### config.mk
export PLATFORM = sky130hd
export DESIGN_NAME = kbenc_top
export DESIGN_NICKNAME = d
export VERILOG_FILES = /design/src/rtl/kbenc_pkg.sv /design/src/rtl/kbenc_ser_if.sv /design/src/rtl/kbenc_serial.sv /design/src/rtl/kbenc_top.sv
export VERILOG_INCLUDE_DIRS = /design/src /design/src/rtl
export SDC_FILE = /design/constraint.sdc
export NUM_CORES = 1
export LEC_CHECK = 0
export BUFFER_PORTS_ARGS = -buffer_cell sky130_fd_sc_hd__buf_2
export CORE_ASPECT_RATIO = 0.8
export CORE_MARGIN = 2
export CORE_UTILIZATION = 61
export DETAILED_ROUTE_END_ITERATION = 12
export PLACE_DENSITY = 0.81
export SYNTH_ARGS = -nofsm -noshare
export SYNTH_HDL_FRONTEND = slang
export SYNTH_SLANG_ARGS = --single-unit
export TNS_END_PERCENT = 1
### constraint.sdc
create_clock -name core_clk -period 3.72 [get_ports core_clk]
set_input_delay 0.558 -clock core_clk [delete_from_list [all_inputs] [get_ports core_clk]]
set_output_delay 0.558 -clock core_clk [all_outputs]
set_load 0.01 [all_outputs]
### src/rtl/kbenc_defs.svh
// Constants of the keyboard encoder: register map, fields, timing
// Operation
// - every code is one 8-bit word
// - alphanumeric keys give codes 000 to 177
// - function keys give codes 200 to 377
// - numeric pad equals alphanumeric digits, shift-independent
// - cursor keys have two codes via control
// - control passes only 000-040, 177, 200-377
// - shift never suppresses, only selects codes
// - shift affects alphanumeric section only
// - compat mode lowers 140-176 by 40
// - compat mode touches alphanumeric codes only
// - key held over one second repeats
// - repeat rate is ten per second
// - only first struck key repeats
// - repeat delay and rate are fixed
// - scan halts until recognised key released
// - on release, next held key is found
// - one code per scan, first key met
// - code 007 drives attention one second, retriggerable
// - host sets sixteen status lights by byte
// - baud, parity and stop bits selectable
`ifndef KBENC_DEFS_SVH
`define KBENC_DEFS_SVH
`define KB_CLK_KHZ         100000
`define KB_REPEAT_DELAY_MS 1000
`define KB_REPEAT_RATE_HZ  10
`define KB_BELL_MS         1000
`define KB_SETTLE_CYC      4'h6
`define KB_REG_CTRL        12'h000
`define KB_REG_BAUD        12'h004
`define KB_REG_STATUS      12'h008
`define KB_REG_LIGHTS      12'h00C
`define KB_CTRL_ONLINE     0
`define KB_CTRL_UCASE      1
`define KB_CTRL_NUMPAD     2
`define KB_CTRL_PAR_LO     3
`define KB_CTRL_PAR_HI     4
`define KB_CTRL_STOP2      5
`define KB_CTRL_RESET      6'h05
`define KB_BAUD_RESET      24'h0028B1
`define KB_STAT_RXERR      11
`define KB_BELL_CODE       8'h07
`define KB_LIGHT_CMD_BIT   7
`define KB_LIGHT_ON_BIT    4
`define KB_PIN_SHIFT       16
`define KB_PIN_LOCK        17
`define KB_PIN_CTRL        18
`endif

### src/rtl/kbenc_pkg.sv
// Types of the keyboard encoder
package kbenc_pkg;
    typedef enum logic [1:0] {SCAN_SETTLE, SCAN_TEST, SCAN_HOLD} kbenc_scan_t;
    typedef struct packed {
        logic [18:0] pinS1;
        logic [18:0] pinS2;
        logic [18:0] pinS3;
        logic [18:0] pinF;
        kbenc_scan_t scan;
        logic [6:0]  idx;
        logic [3:0]  settle;
        logic [7:0]  rowN;
        logic [26:0] rptCnt;
        logic        rptOn;
        logic        pend;
        logic [7:0]  code;
        logic [7:0]  lastCode;
        logic        ack;
        logic        slverr;
        logic [31:0] rdata;
        logic [5:0]  ctrl;
        logic [23:0] baud;
        logic [15:0] lights;
        logic [26:0] bellCnt;
        logic        attn;
        logic        rxErr;
    } kbenc_main_t;
    typedef struct packed {
        logic        txOn;
        logic        txLine;
        logic [10:0] txSh;
        logic [3:0]  txLeft;
        logic [23:0] txCnt;
        logic        rS1;
        logic        rS2;
        logic        rS3;
        logic        rF;
        logic        rxOn;
        logic [3:0]  rxLeft;
        logic [23:0] rxCnt;
        logic [10:0] rxSh;
        logic [7:0]  rxData;
        logic        rxValid;
        logic        rxErr;
    } kbenc_ser_t;
endpackage

### src/rtl/kbenc_ser_if.sv
// Byte channel between the encoder core and its serial port
`timescale 1ns/1ps
`default_nettype none
interface kbenc_ser_if;
    logic [7:0]  txData;
    logic        txValid;
    logic        txReady;
    logic [7:0]  rxData;
    logic        rxValid;
    logic        rxErr;
    logic [23:0] divisor;
    logic [1:0]  parity;
    logic        stop2;
    modport core (output txData, txValid, divisor, parity, stop2,
                  input txReady, rxData, rxValid, rxErr);
    modport port (input txData, txValid, divisor, parity, stop2,
                  output txReady, rxData, rxValid, rxErr);
endinterface
`default_nettype wire

### src/rtl/kbenc_serial.sv
// Asynchronous serial transmitter and receiver of the keyboard
`timescale 1ns/1ps
`default_nettype none
module kbenc_serial (
    input  wire logic        core_clk,
    input  wire logic        rst_n,
    kbenc_ser_if.port        ser,
    input  wire logic        serRx,
    output logic             serTx
);
    localparam kbenc_pkg::kbenc_ser_t RST = '{txLine: 1'b1, rS1: 1'b1, rS2: 1'b1,
                                             rS3: 1'b1, rF: 1'b1, default: '0};
    kbenc_pkg::kbenc_ser_t st_ff;
    kbenc_pkg::kbenc_ser_t nxt_st;
    logic                  hasPar;

    // Mode 1 is odd parity, mode 2 even, others none
    function automatic logic parOf(input logic [7:0] d, input logic [1:0] m);
        parOf = (m == 2'h1) ? ~^d : ^d;
    endfunction

    assign hasPar      = ^ser.parity;
    assign ser.txReady = ~st_ff.txOn;
    assign ser.rxData  = st_ff.rxData;
    assign ser.rxValid = st_ff.rxValid;
    assign ser.rxErr   = st_ff.rxErr;
    assign serTx       = st_ff.txLine;

    always_comb
    begin
        logic [10:0] v;
        v              = {st_ff.rF, st_ff.rxSh[10:1]};
        nxt_st         = st_ff;
        nxt_st.rxValid = 1'b0;
        nxt_st.rxErr   = 1'b0;
        nxt_st.rS1     = serRx;
        nxt_st.rS2     = st_ff.rS1;
        nxt_st.rS3     = st_ff.rS2;
        nxt_st.rF      = (st_ff.rS2 & st_ff.rS3) | (st_ff.rF & (st_ff.rS2 ^ st_ff.rS3));
        if (!st_ff.txOn)
        begin
            if (ser.txValid)
            begin
                nxt_st.txOn   = 1'b1;
                nxt_st.txLine = 1'b0;
                nxt_st.txSh   = {2'h3, hasPar ? parOf(ser.txData, ser.parity) : 1'b1,
                                 ser.txData};
                nxt_st.txLeft = 4'h9 + {3'h0, hasPar} + {3'h0, ser.stop2};
                nxt_st.txCnt  = ser.divisor - 24'h000001;
            end
        end
        else if (st_ff.txCnt != 24'h000000)
            nxt_st.txCnt = st_ff.txCnt - 24'h000001;
        else if (st_ff.txLeft == 4'h0)
            nxt_st.txOn = 1'b0;
        else
        begin
            nxt_st.txLine = st_ff.txSh[0];
            nxt_st.txSh   = {1'b1, st_ff.txSh[10:1]};
            nxt_st.txLeft = st_ff.txLeft - 4'h1;
            nxt_st.txCnt  = ser.divisor - 24'h000001;
        end
        if (!st_ff.rxOn)
        begin
            if (st_ff.rF && !st_ff.rS2 && !st_ff.rS3)
            begin
                nxt_st.rxOn   = 1'b1;
                nxt_st.rxCnt  = {1'b0, ser.divisor[23:1]};
                nxt_st.rxLeft = 4'hA + {3'h0, hasPar};
            end
        end
        else if (st_ff.rxCnt != 24'h000000)
            nxt_st.rxCnt = st_ff.rxCnt - 24'h000001;
        else
        begin
            nxt_st.rxSh   = v;
            nxt_st.rxCnt  = ser.divisor - 24'h000001;
            nxt_st.rxLeft = st_ff.rxLeft - 4'h1;
            if (st_ff.rxLeft == 4'h1)
            begin
                nxt_st.rxOn    = 1'b0;
                nxt_st.rxData  = hasPar ? v[8:1] : v[9:2];
                nxt_st.rxErr   = ~v[10] | (hasPar & (v[9] != parOf(v[8:1], ser.parity)));
                nxt_st.rxValid = ~nxt_st.rxErr;
            end
        end
    end

    always_ff @(posedge core_clk or negedge rst_n)
    begin
        if (!rst_n)
            st_ff <= RST;
        else
            st_ff <= nxt_st;
    end
endmodule // kbenc_serial
`default_nettype wire

### src/rtl/kbenc_top.sv
// Keyboard encoder: matrix scan, code mapping, repeat, serial, APB registers
//
// Our own choices: the address map and the APB register port.
`timescale 1ns/1ps
`default_nettype none
`include "kbenc_defs.svh"
module kbenc_top #(
    parameter int REPEAT_DELAY_CYC  = `KB_REPEAT_DELAY_MS * (`KB_CLK_KHZ),
    parameter int REPEAT_PERIOD_CYC = ((`KB_CLK_KHZ) * 1000) / `KB_REPEAT_RATE_HZ,
    parameter int BELL_CYC          = `KB_BELL_MS * (`KB_CLK_KHZ)
) (
    input  wire logic        core_clk,
    input  wire logic        rst_n,
    input  wire logic        psel,
    input  wire logic        penable,
    input  wire logic        pwrite,
    input  wire logic [11:0] paddr,
    input  wire logic [31:0] pwdata,
    output logic      [31:0] prdata,
    output logic             pready,
    output logic             pslverr,
    output logic      [7:0]  rowDriveN,
    input  wire logic [15:0] colSenseN,
    input  wire logic        shiftKeyN,
    input  wire logic        shiftLockN,
    input  wire logic        ctrlKeyN,
    output logic             serTx,
    input  wire logic        serRx,
    output logic             attention,
    output logic      [15:0] statusLights
);
    localparam kbenc_pkg::kbenc_main_t RST = '{
        pinS1:  '1,
        pinS2:  '1,
        pinS3:  '1,
        pinF:   '1,
        scan:   kbenc_pkg::SCAN_SETTLE,
        settle: `KB_SETTLE_CYC,
        rowN:   8'hFE,
        ctrl:   `KB_CTRL_RESET,
        baud:   `KB_BAUD_RESET,
        default: '0
    };

    kbenc_pkg::kbenc_main_t st_ff;
    kbenc_pkg::kbenc_main_t nxt_st;
    kbenc_ser_if            ser ();

    logic       shiftOn;
    logic       ctrlOn;
    logic       keyDown;
    logic [8:0] kc;
    logic       setupCyc;
    logic       writeCyc;
    logic       fire;

    // Row strobe for a key index; one row low at a time
    function automatic logic [7:0] rowSel(input logic [6:0] k);
        rowSel = ~(8'h01 << k[6:4]);
    endfunction

    // Code for a key position: bit 8 says a code is sent at all.
    // 00-1F letter block, 20-3F digit/punct block, 40-4B numeric pad,
    // 4C-57 cursor pad, 58-67 special keys, the rest unfitted.
    function automatic logic [8:0] keyCode(
        input logic [6:0] k,
        input logic       sh,
        input logic       ctl,
        input logic       uc,
        input logic       np
    );
        logic [7:0] c;
        logic [6:0] n;
        logic       ok;
        c  = 8'h00;
        ok = 1'b1;
        n  = 7'h00;
        if (k < 7'h20)
        begin
            if (ctl)
                c = {3'h0, k[4:0]};
            else
                c = sh ? {3'h2, k[4:0]} : {3'h3, k[4:0]};
        end
        else if (k < 7'h40)
            c = {3'h1, k[4] ^ sh, k[3:0]};
        else if (k < 7'h4C)
        begin
            n = k - 7'h40;
            if (!np)
                c = {3'h4, n[3:0], ctl};
            else if (n < 7'h0A)
                c = {4'h3, n[3:0]};
            else
                c = (n == 7'h0A) ? 8'h2E : 8'h2C;
        end
        else if (k < 7'h58)
        begin
            n = k - 7'h4C;
            c = {3'h5, n[3:0], ctl};
        end
        else if (k < 7'h68)
        begin
            n = k - 7'h58;
            c = {3'h6, n[3:0], ctl};
        end
        else
            ok = 1'b0;
        if (uc && k < 7'h40 && c >= 8'h60 && c <= 8'h7E)
            c = c - 8'h20;
        if (ctl && !(c <= 8'h20 || c == 8'h7F || c[7]))
            ok = 1'b0;
        keyCode = {ok, c};
    endfunction

    assign shiftOn  = ~st_ff.pinF[`KB_PIN_SHIFT] | ~st_ff.pinF[`KB_PIN_LOCK];
    assign ctrlOn   = ~st_ff.pinF[`KB_PIN_CTRL];
    assign keyDown  = ~st_ff.pinF[st_ff.idx[3:0]];
    assign kc       = keyCode(st_ff.idx, shiftOn, ctrlOn,
                              st_ff.ctrl[`KB_CTRL_UCASE], st_ff.ctrl[`KB_CTRL_NUMPAD]);
    assign setupCyc = psel & ~penable;
    assign writeCyc = psel & penable & st_ff.ack & pwrite & ~st_ff.slverr;

    // Repeat delay and rate are elaboration constants only
    assign fire = st_ff.rptOn ? (st_ff.rptCnt == 27'(REPEAT_PERIOD_CYC - 1))
                              : (st_ff.rptCnt == 27'(REPEAT_DELAY_CYC - 1));

    assign ser.txData  = st_ff.code;
    assign ser.txValid = st_ff.pend;
    assign ser.divisor = st_ff.baud;
    assign ser.parity  = st_ff.ctrl[`KB_CTRL_PAR_HI:`KB_CTRL_PAR_LO];
    assign ser.stop2   = st_ff.ctrl[`KB_CTRL_STOP2];

    assign prdata       = st_ff.rdata;
    assign pready       = st_ff.ack;
    assign pslverr      = st_ff.ack & st_ff.slverr;
    assign rowDriveN    = st_ff.rowN;
    assign attention    = st_ff.attn;
    assign statusLights = st_ff.lights;

    kbenc_serial u_serial (
        .core_clk (core_clk),
        .rst_n    (rst_n),
        .ser      (ser.port),
        .serRx    (serRx),
        .serTx    (serTx)
    );

    always_comb
    begin
        nxt_st = st_ff;

        // Pins: third stage agreeing with second updates the level
        nxt_st.pinS1 = {ctrlKeyN, shiftLockN, shiftKeyN, colSenseN};
        nxt_st.pinS2 = st_ff.pinS1;
        nxt_st.pinS3 = st_ff.pinS2;
        nxt_st.pinF  = (st_ff.pinS2 & st_ff.pinS3)
                     | (st_ff.pinF & (st_ff.pinS2 ^ st_ff.pinS3));

        if (st_ff.pend && ser.txReady)
            nxt_st.pend = 1'b0;

        case (st_ff.scan)
            kbenc_pkg::SCAN_SETTLE:
            begin
                // Columns need the sync delay after a row change
                if (st_ff.settle == 4'h0)
                    nxt_st.scan = kbenc_pkg::SCAN_TEST;
                else
                    nxt_st.settle = st_ff.settle - 4'h1;
            end
            kbenc_pkg::SCAN_TEST:
            begin
                if (keyDown && kc[8])
                begin
                    // A pending code blocks a new one rather than drop it
                    if (!st_ff.pend)
                    begin
                        nxt_st.scan     = kbenc_pkg::SCAN_HOLD;
                        nxt_st.pend     = st_ff.ctrl[`KB_CTRL_ONLINE];
                        nxt_st.code     = kc[7:0];
                        nxt_st.lastCode = kc[7:0];
                        nxt_st.rptCnt   = 27'h0000000;
                        nxt_st.rptOn    = 1'b0;
                    end
                end
                else
                begin
                    // Scan goes on from its current position
                    nxt_st.idx = st_ff.idx + 7'h01;
                    if (st_ff.idx[3:0] == 4'hF)
                    begin
                        nxt_st.scan   = kbenc_pkg::SCAN_SETTLE;
                        nxt_st.settle = `KB_SETTLE_CYC;
                        nxt_st.rowN   = rowSel(st_ff.idx + 7'h01);
                    end
                end
            end
            kbenc_pkg::SCAN_HOLD:
            begin
                if (!keyDown)
                begin
                    // Resume past the released key so a held one is met
                    nxt_st.idx    = st_ff.idx + 7'h01;
                    nxt_st.scan   = kbenc_pkg::SCAN_SETTLE;
                    nxt_st.settle = `KB_SETTLE_CYC;
                    nxt_st.rowN   = rowSel(st_ff.idx + 7'h01);
                    nxt_st.rptOn  = 1'b0;
                end
                else if (fire)
                begin
                    // Only the locked key repeats; a busy line skips a beat
                    nxt_st.rptCnt = 27'h0000000;
                    nxt_st.rptOn  = 1'b1;
                    if (!st_ff.pend && st_ff.ctrl[`KB_CTRL_ONLINE])
                        nxt_st.pend = 1'b1;
                end
                else
                    nxt_st.rptCnt = st_ff.rptCnt + 27'h0000001;
            end
            default:
            begin
                nxt_st.scan   = kbenc_pkg::SCAN_SETTLE;
                nxt_st.settle = `KB_SETTLE_CYC;
            end
        endcase

        // Attention output, retriggered by every bell byte
        if (ser.rxValid && ser.rxData == `KB_BELL_CODE)
            nxt_st.bellCnt = 27'(BELL_CYC);
        else if (st_ff.bellCnt != 27'h0000000)
            nxt_st.bellCnt = st_ff.bellCnt - 27'h0000001;
        nxt_st.attn = (nxt_st.bellCnt != 27'h0000000);

        // Light byte: top bit set, bit 4 on/off, bits 3:0 index
        if (ser.rxValid && ser.rxData[`KB_LIGHT_CMD_BIT])
            nxt_st.lights[ser.rxData[3:0]] = ser.rxData[`KB_LIGHT_ON_BIT];

        // APB: registered answer one cycle after setup, no wait state
        nxt_st.ack = setupCyc;
        if (setupCyc)
        begin
            nxt_st.slverr = 1'b0;
            case (paddr)
                `KB_REG_CTRL:   nxt_st.rdata = {26'h0000000, st_ff.ctrl};
                `KB_REG_BAUD:   nxt_st.rdata = {8'h00, st_ff.baud};
                `KB_REG_STATUS: nxt_st.rdata = {20'h00000, st_ff.rxErr,
                                                st_ff.pend | ~ser.txReady, st_ff.attn,
                                                st_ff.scan == kbenc_pkg::SCAN_HOLD,
                                                st_ff.lastCode};
                `KB_REG_LIGHTS: nxt_st.rdata = {16'h0000, st_ff.lights};
                default:
                begin
                    nxt_st.rdata  = 32'h00000000;
                    nxt_st.slverr = 1'b1;
                end
            endcase
        end
        if (writeCyc)
        begin
            case (paddr)
                `KB_REG_CTRL:   nxt_st.ctrl = pwdata[5:0];
                `KB_REG_BAUD:   nxt_st.baud = pwdata[23:0];
                `KB_REG_STATUS:
                begin
                    if (pwdata[`KB_STAT_RXERR])
                        nxt_st.rxErr = 1'b0;
                end
                default:        nxt_st.rxErr = nxt_st.rxErr;
            endcase
        end
        // A framing or parity fault sets the flag even during its clear
        if (ser.rxErr)
            nxt_st.rxErr = 1'b1;
    end

    always_ff @(posedge core_clk or negedge rst_n)
    begin
        if (!rst_n)
            st_ff <= RST;
        else
            st_ff <= nxt_st;
    end
endmodule // kbenc_top
`default_nettype wire

-- Yosys cells after proc, flatten, opt, wreduce, memory -nomap -nowiden
Index checks and enable logic that the tools add are counted.
- input port bits: 69
- logic and storage cells: 249
- output and inout bits: 60
- flip-flop bits (word level): 338
- $add $sub $neg: 16
- reductions and logical operators: 53
- multiplexer cells: 70
- magnitude comparators: 12
- shift operators: 1
- bitwise gates (word level): 31
- eq/ne operators: 29
- operators by type and width (cell ; count):
    two-way mux 27 bit ; 4
    case mux 24 bit (4 select lines) ; 1
    two-way mux 45 bit ; 2
    two-way mux 41 bit ; 2
    case mux 37 bit (2 select lines) ; 1
    subtractor 24 x 1 -> 24 bit (second input constant) ; 3
    two-way mux 8 bit ; 8
    two-way mux 29 bit ; 2
    nonzero test 27 bit ; 2
    two-way mux 24 bit ; 2
    nonzero test 24 bit ; 2
    two-way mux 40 bit ; 1
    bitwise AND 19 bit ; 2
    less-than comparator 7 bit (second input constant) ; 4
    adder 27 x 1 -> 27 bit (second input constant) ; 1
    equality test 27 x 24 -> 1 bit (second input constant) ; 1
    equality test 27 bit (second input constant) ; 1
    subtractor 27 x 1 -> 27 bit (second input constant) ; 1
    equality test 12 x 4 -> 1 bit (second input constant) ; 2
    two-way mux 1 bit ; 23
    != test 2 bit (second input constant) ; 11
    two-way mux 21 bit ; 1
    AND reduction 4 bit ; 5
    two-way mux 19 bit ; 1
    59 further kinds ; 129

-- Longest topological paths before layout
- depth in word-level cells: 21
- mapped depth: 13
- mapped depth without buffers: 10

-- Cells and area by module
Synthesis repeated with hierarchy kept, for this count alone.
- cells, all modules: 1727
- area total of the unflattened synthesis: 17312.9 um^2
- modules (own cells, without submodules) (module ; area each (um^2) ; sequential area each (um^2) ; instances ; cells each):
    kbenc_top ; 11399.7 ; 5997.0 ; 1 ; 1059
    kbenc_serial ; 5913.2 ; 2333.5 ; 1 ; 668

-- Least setup slack after synthesis
No wires, ideal clock.
- kind: input-to-reg
- start point: input port paddr[7]
- end point: register st_ff (netlist bit ser.divisor[17])
- path slack: 0.669 ns
- path buffers: 1
- data required time: 3.595 ns
- stages on the path: 6
- setup time: 0.125 ns
- arrival time: 2.927 ns
- path through: nor4_1 > nand3_1 > or3_1 > nor3_4 > buf_2 > mux2_2
- cells in the longest elaborated chain, start to end: 2
- ends and longest elaborated chain (element ; line ; RTL):
    start: declaration ; kbenc_top.sv:17 ; input wire logic [11:0] paddr,
    equality test 12 x 3 -> 1 bit ; kbenc_top.sv:261 ; case (paddr)
    AND reduction 2 bit (no line) ; n/a ;
    end signal: assignment ; kbenc_top.sv:282 ; st_ff <= nxt_st;
    end: declaration ; kbenc_top.sv:45 ; kbenc_pkg::kbenc_main_t st_ff;
Every way passes these cells.
A chain may end at the register's enable or synchronous reset.

-- Final worst setup path
- start point: register st_ff[170] in the netlist's numbering
- end point: register st_ff (netlist bit rowDriveN[0])
- cells in the longest elaborated chain, start to end: 21
- elaborated cells between the ends (all ways): 48
- those cells by class: add/sub: 3; order compare: 9; eq/ne: 3; shift: 1; mux: 21; bitwise: 2; reduce/logical: 9
- ends and longest elaborated chain (element):
    branches (longest 21 deep; another with greater-or-equal comparator 8 x 7 -> 1 bit)
Parallel ways; which one is timed is not known. The select of a mux whose other input is x is not followed.

==> qor.yml <==
status: "complete, no violations"
clk_latency_ps: 520
synth_seq_cells: 328
crit_required_ps: 4120
power_frac_seq: 0.445
finalHoldViolCount: 0
grt_pass1_vias: 12777
wl_per_cell_um: 19.0
die_area_um2: 29100
ioPinCount: 129
p_per_area_nw_per_um2: 539
drc: 0
cp-start-kind: "flop"
crit_family: "compound AO/OA/AOI/OAI gates"
skew_ps: 19.1
fillers: 2041
p_sw_mw: 3.10
cpPeakStageDelay_ps: 770
drt-initial-drc-count: 1166
max_freq_mhz: 299
drv_slew: 0
netlist_area_um2: 16900
worstMarginPinSlew_ps: 1100
ir_worst_vdd_mv: 0.525
slew_headroom: 0.267
synth_top_flop_cell: "dfrtp_1"
post-route-period-util: 0.900
area_growth_pct: 9.88
synth_cell_types: 88
synth.avg_cell_area_um2: 10.2
synth.top_cell.area_share: 0.340
cp_cell_sequence: "a21oi_1 > nor4b_1 > a211oi_1 > a311o_1 > a41o_1 > a21oi_2 > and2_1 > mux2_2"
setup_viol: 0
ant_nets: 0
rsz0062_at_grt: "no"
antenna_found_initial: 2
fin_cells: 2112
grt_use_total: 0.279
drtPass1Iterations: 5
cts.root.buffer_cell: "clkbuf_16"
synth_seq_area_share: 0.493
place_area_um2: 17500
finalSetupTns_ps: 0
min-delay-path-class: "input pin to async pin"
rows: 54
pre_cts_slack_ps: 427
synth_edf_count: 0
cts_tree: "built"
portBuffers: 112
hpwl_um: 27500
final_nets: 1830
placed_cells: 2048
grt_max_degree: 99
netlist_instances: 1665
h-tree-depth: 2
synth_largest_area_cell: "dfrtp_1"
vias: 13200
p_leak_nw: 8.50
worst_setup_path_end_kind: "flop"
period_needed_ps: 3350
final_util: 0.681
async_flop_share: 1.00
critPathKind: "flop to flop"
grt-ovfl-total: 0
p_int_mw: 6.91
via_per_inst: 6.25
cp_max_fo: 21
cts_made_buffers: 35
crit_arrival_ps: 3740
place.gp.congestion: 0.950
cts.reportedPaths.clkPinSlew_ps: 70
synth_warnings: 0
final_area_um2: 18600
crit_buf_inv: 0
worst_slack_ps: 373
cts.sinks: 328
hold_buffers: 0
die_y_um: 153
cts_setup_buffers: 0
synth.area.top_cells: "dfrtp_1 34%, dfstp_2 15%, mux2_2 4.1%"
coreArea_um2: 27300
post_cts_resized: 0
grt_pass1_wl_um: 65700
cts_buffer_depth: 3
combPwrFrac: 0.223
pwr-share-clk: 0.333
cap_viol_max_count: 0
crit_slowest_cell: "dfrtp_1"
layout-drive-gt1-share: 0.227
drt-total-wl_um: 40200
start_util: 0.620
p_sw_frac: 0.310
die_w_um: 190
## layout make-up
cell class	count	area, um^2	area share
flip-flops and latches	328	8330	0.448
clock inverters	10	86.3	0.00465
well taps	364	455	0.0245
clock buffers	52	990	0.0533
diodes	2	5.00	0.000269
inverters	37	139	0.00747
repair buffers	146	863	0.0465
multi-input cells	1173	7710	0.415
## flip-flops by register name, indices dropped and copies added, names as in the netlist
signal	count
attention	1
ser.stop2	1
u_serial.nxt_st	2
ser.divisor	24
statusLights	16
u_serial.ser.rxErr	1
u_serial.ser.rxData	8
rowDriveN	8
pready	1
ser.txValid	1
nxt_st	38
ser.parity	2
st_ff	119
prdata	24
u_serial.ser.rxValid	1
u_serial.st_ff	80
u_serial.serTx	1
## routing by layer
metal | GRT usage | vias to the layer above | share of wire
li1 | - | 6054 | -
met5 | 0 | - | 0
met4 | 0.0952 | 0 | 0.026
met2 | 0.437 | 481 | 0.47
met1 | 0.403 | 6581 | 0.44
met3 | 0.0388 | 84 | 0.063
## power groups by stage
| stage | logic (mW) | clock network (mW) | registers [mW] |
|---|---|---|---|
| floorplan | 1.85 | 0 | 4.28 |
| global placement | 2.10 | 0 | 4.46 |
| detailed placement | 2.19 | 0 | 4.48 |
| CTS | 2.22 | 3.39 | 4.43 |
| global route | 2.49 | 3.53 | 4.50 |
| finish | 2.23 | 3.33 | 4.45 |
## worst register-to-register path, delay by kind of cell, from the launching register on
kind / cells / cell delay, ps
muxes: 1 / 380
AOI/OAI and AO/OA: 5 / 1300
DFF: 1 / 770
and+or+nand+nor: 2 / 780
## cells in the final DEF (no fill, tap or decap), types with 40 or more instances in the layout
master	count
a21oi_1	43
buf_2	111
dfrtp_1	230
dfstp_2	98
ha_1	40
mux2_2	62
nand2_1	177
nor2_1	144
nor3_1	44
o21ai_0	112
xnor2_1	47
## Yosys cell counts, types with 7 or more instances
| cell type | instances |
|---|---|
| dfrtp_1 | 230 |
| nand2_1 | 177 |
| nor2_1 | 145 |
| o21ai_0 | 112 |
| dfstp_2 | 98 |
| mux2_2 | 62 |
| buf_4 | 59 |
| clkbuf_1 | 50 |
| xnor2_1 | 47 |
| nor3_1 | 44 |
| a21oi_1 | 43 |
| ha_1 | 40 |
| inv_1 | 35 |
| nand3_1 | 35 |
| xor2_1 | 32 |
| o31ai_1 | 27 |
| a21o_1 | 23 |
| nor4_1 | 22 |
| nand2b_1 | 21 |
| nand4_1 | 21 |
| buf_2 | 20 |
| a22oi_1 | 19 |
| mux2i_1 | 17 |
| and3_1 | 16 |
| nor2b_1 | 16 |
| a31oi_1 | 15 |
| o21ai_1 | 13 |
| or3_1 | 13 |
| and2_1 | 12 |
| or4_1 | 12 |
| a22o_1 | 11 |
| a221oi_1 | 10 |
| mux4_2 | 10 |
| o41ai_1 | 10 |
| a211oi_1 | 9 |
| nand3b_1 | 9 |
| a222oi_1 | 8 |
| o211ai_1 | 8 |
| or2_2 | 8 |
| nor3b_1 | 7 |
| o22ai_1 | 7 |
## final timing paths
check | slack (ps) | cells past startpoint | from | end
max | 370 | 8 | st_ff[170]$_DFFE_PN0P_ | rowDriveN[0]$_DFFE_PN0P_
min | 80 | 1 | rst_n | statusLights[13]$_DFFE_PN0P_
max reg2reg | 370 | 8 | st_ff[170]$_DFFE_PN0P_ | rowDriveN[0]$_DFFE_PN0P_
min reg2reg | 350 | 0 | nxt_st[226]$_DFF_PN1_ | nxt_st[207]$_DFF_PN1_
max in group asynchronous | 2640 | 2 | rst_n | rowDriveN[7]$_DFFE_PN1P_
min in group core_clk | 130 | 1 | colSenseN[11] | nxt_st[224]$_DFF_PN1_
## metrics by stage
step	total power, mW	hold slack, ps
final	10.0	81.6
after global routing	10.5	121
after CTS	10.0	109
after detailed placement	6.67	347
after global placement	6.56	345
after floorplan	6.13	262
## logic make-up after synthesis
kind of cell | share of synthesized area
buf+inv | 0.0530
mux | 0.0653
flops | 0.493
compound gates | 0.142
other cells | 0.000222
fa+ha+maj | 0.0296
xor+xnor | 0.0409
simple gates | 0.177
No activity file was read; power rests on OpenSTA's default activity.
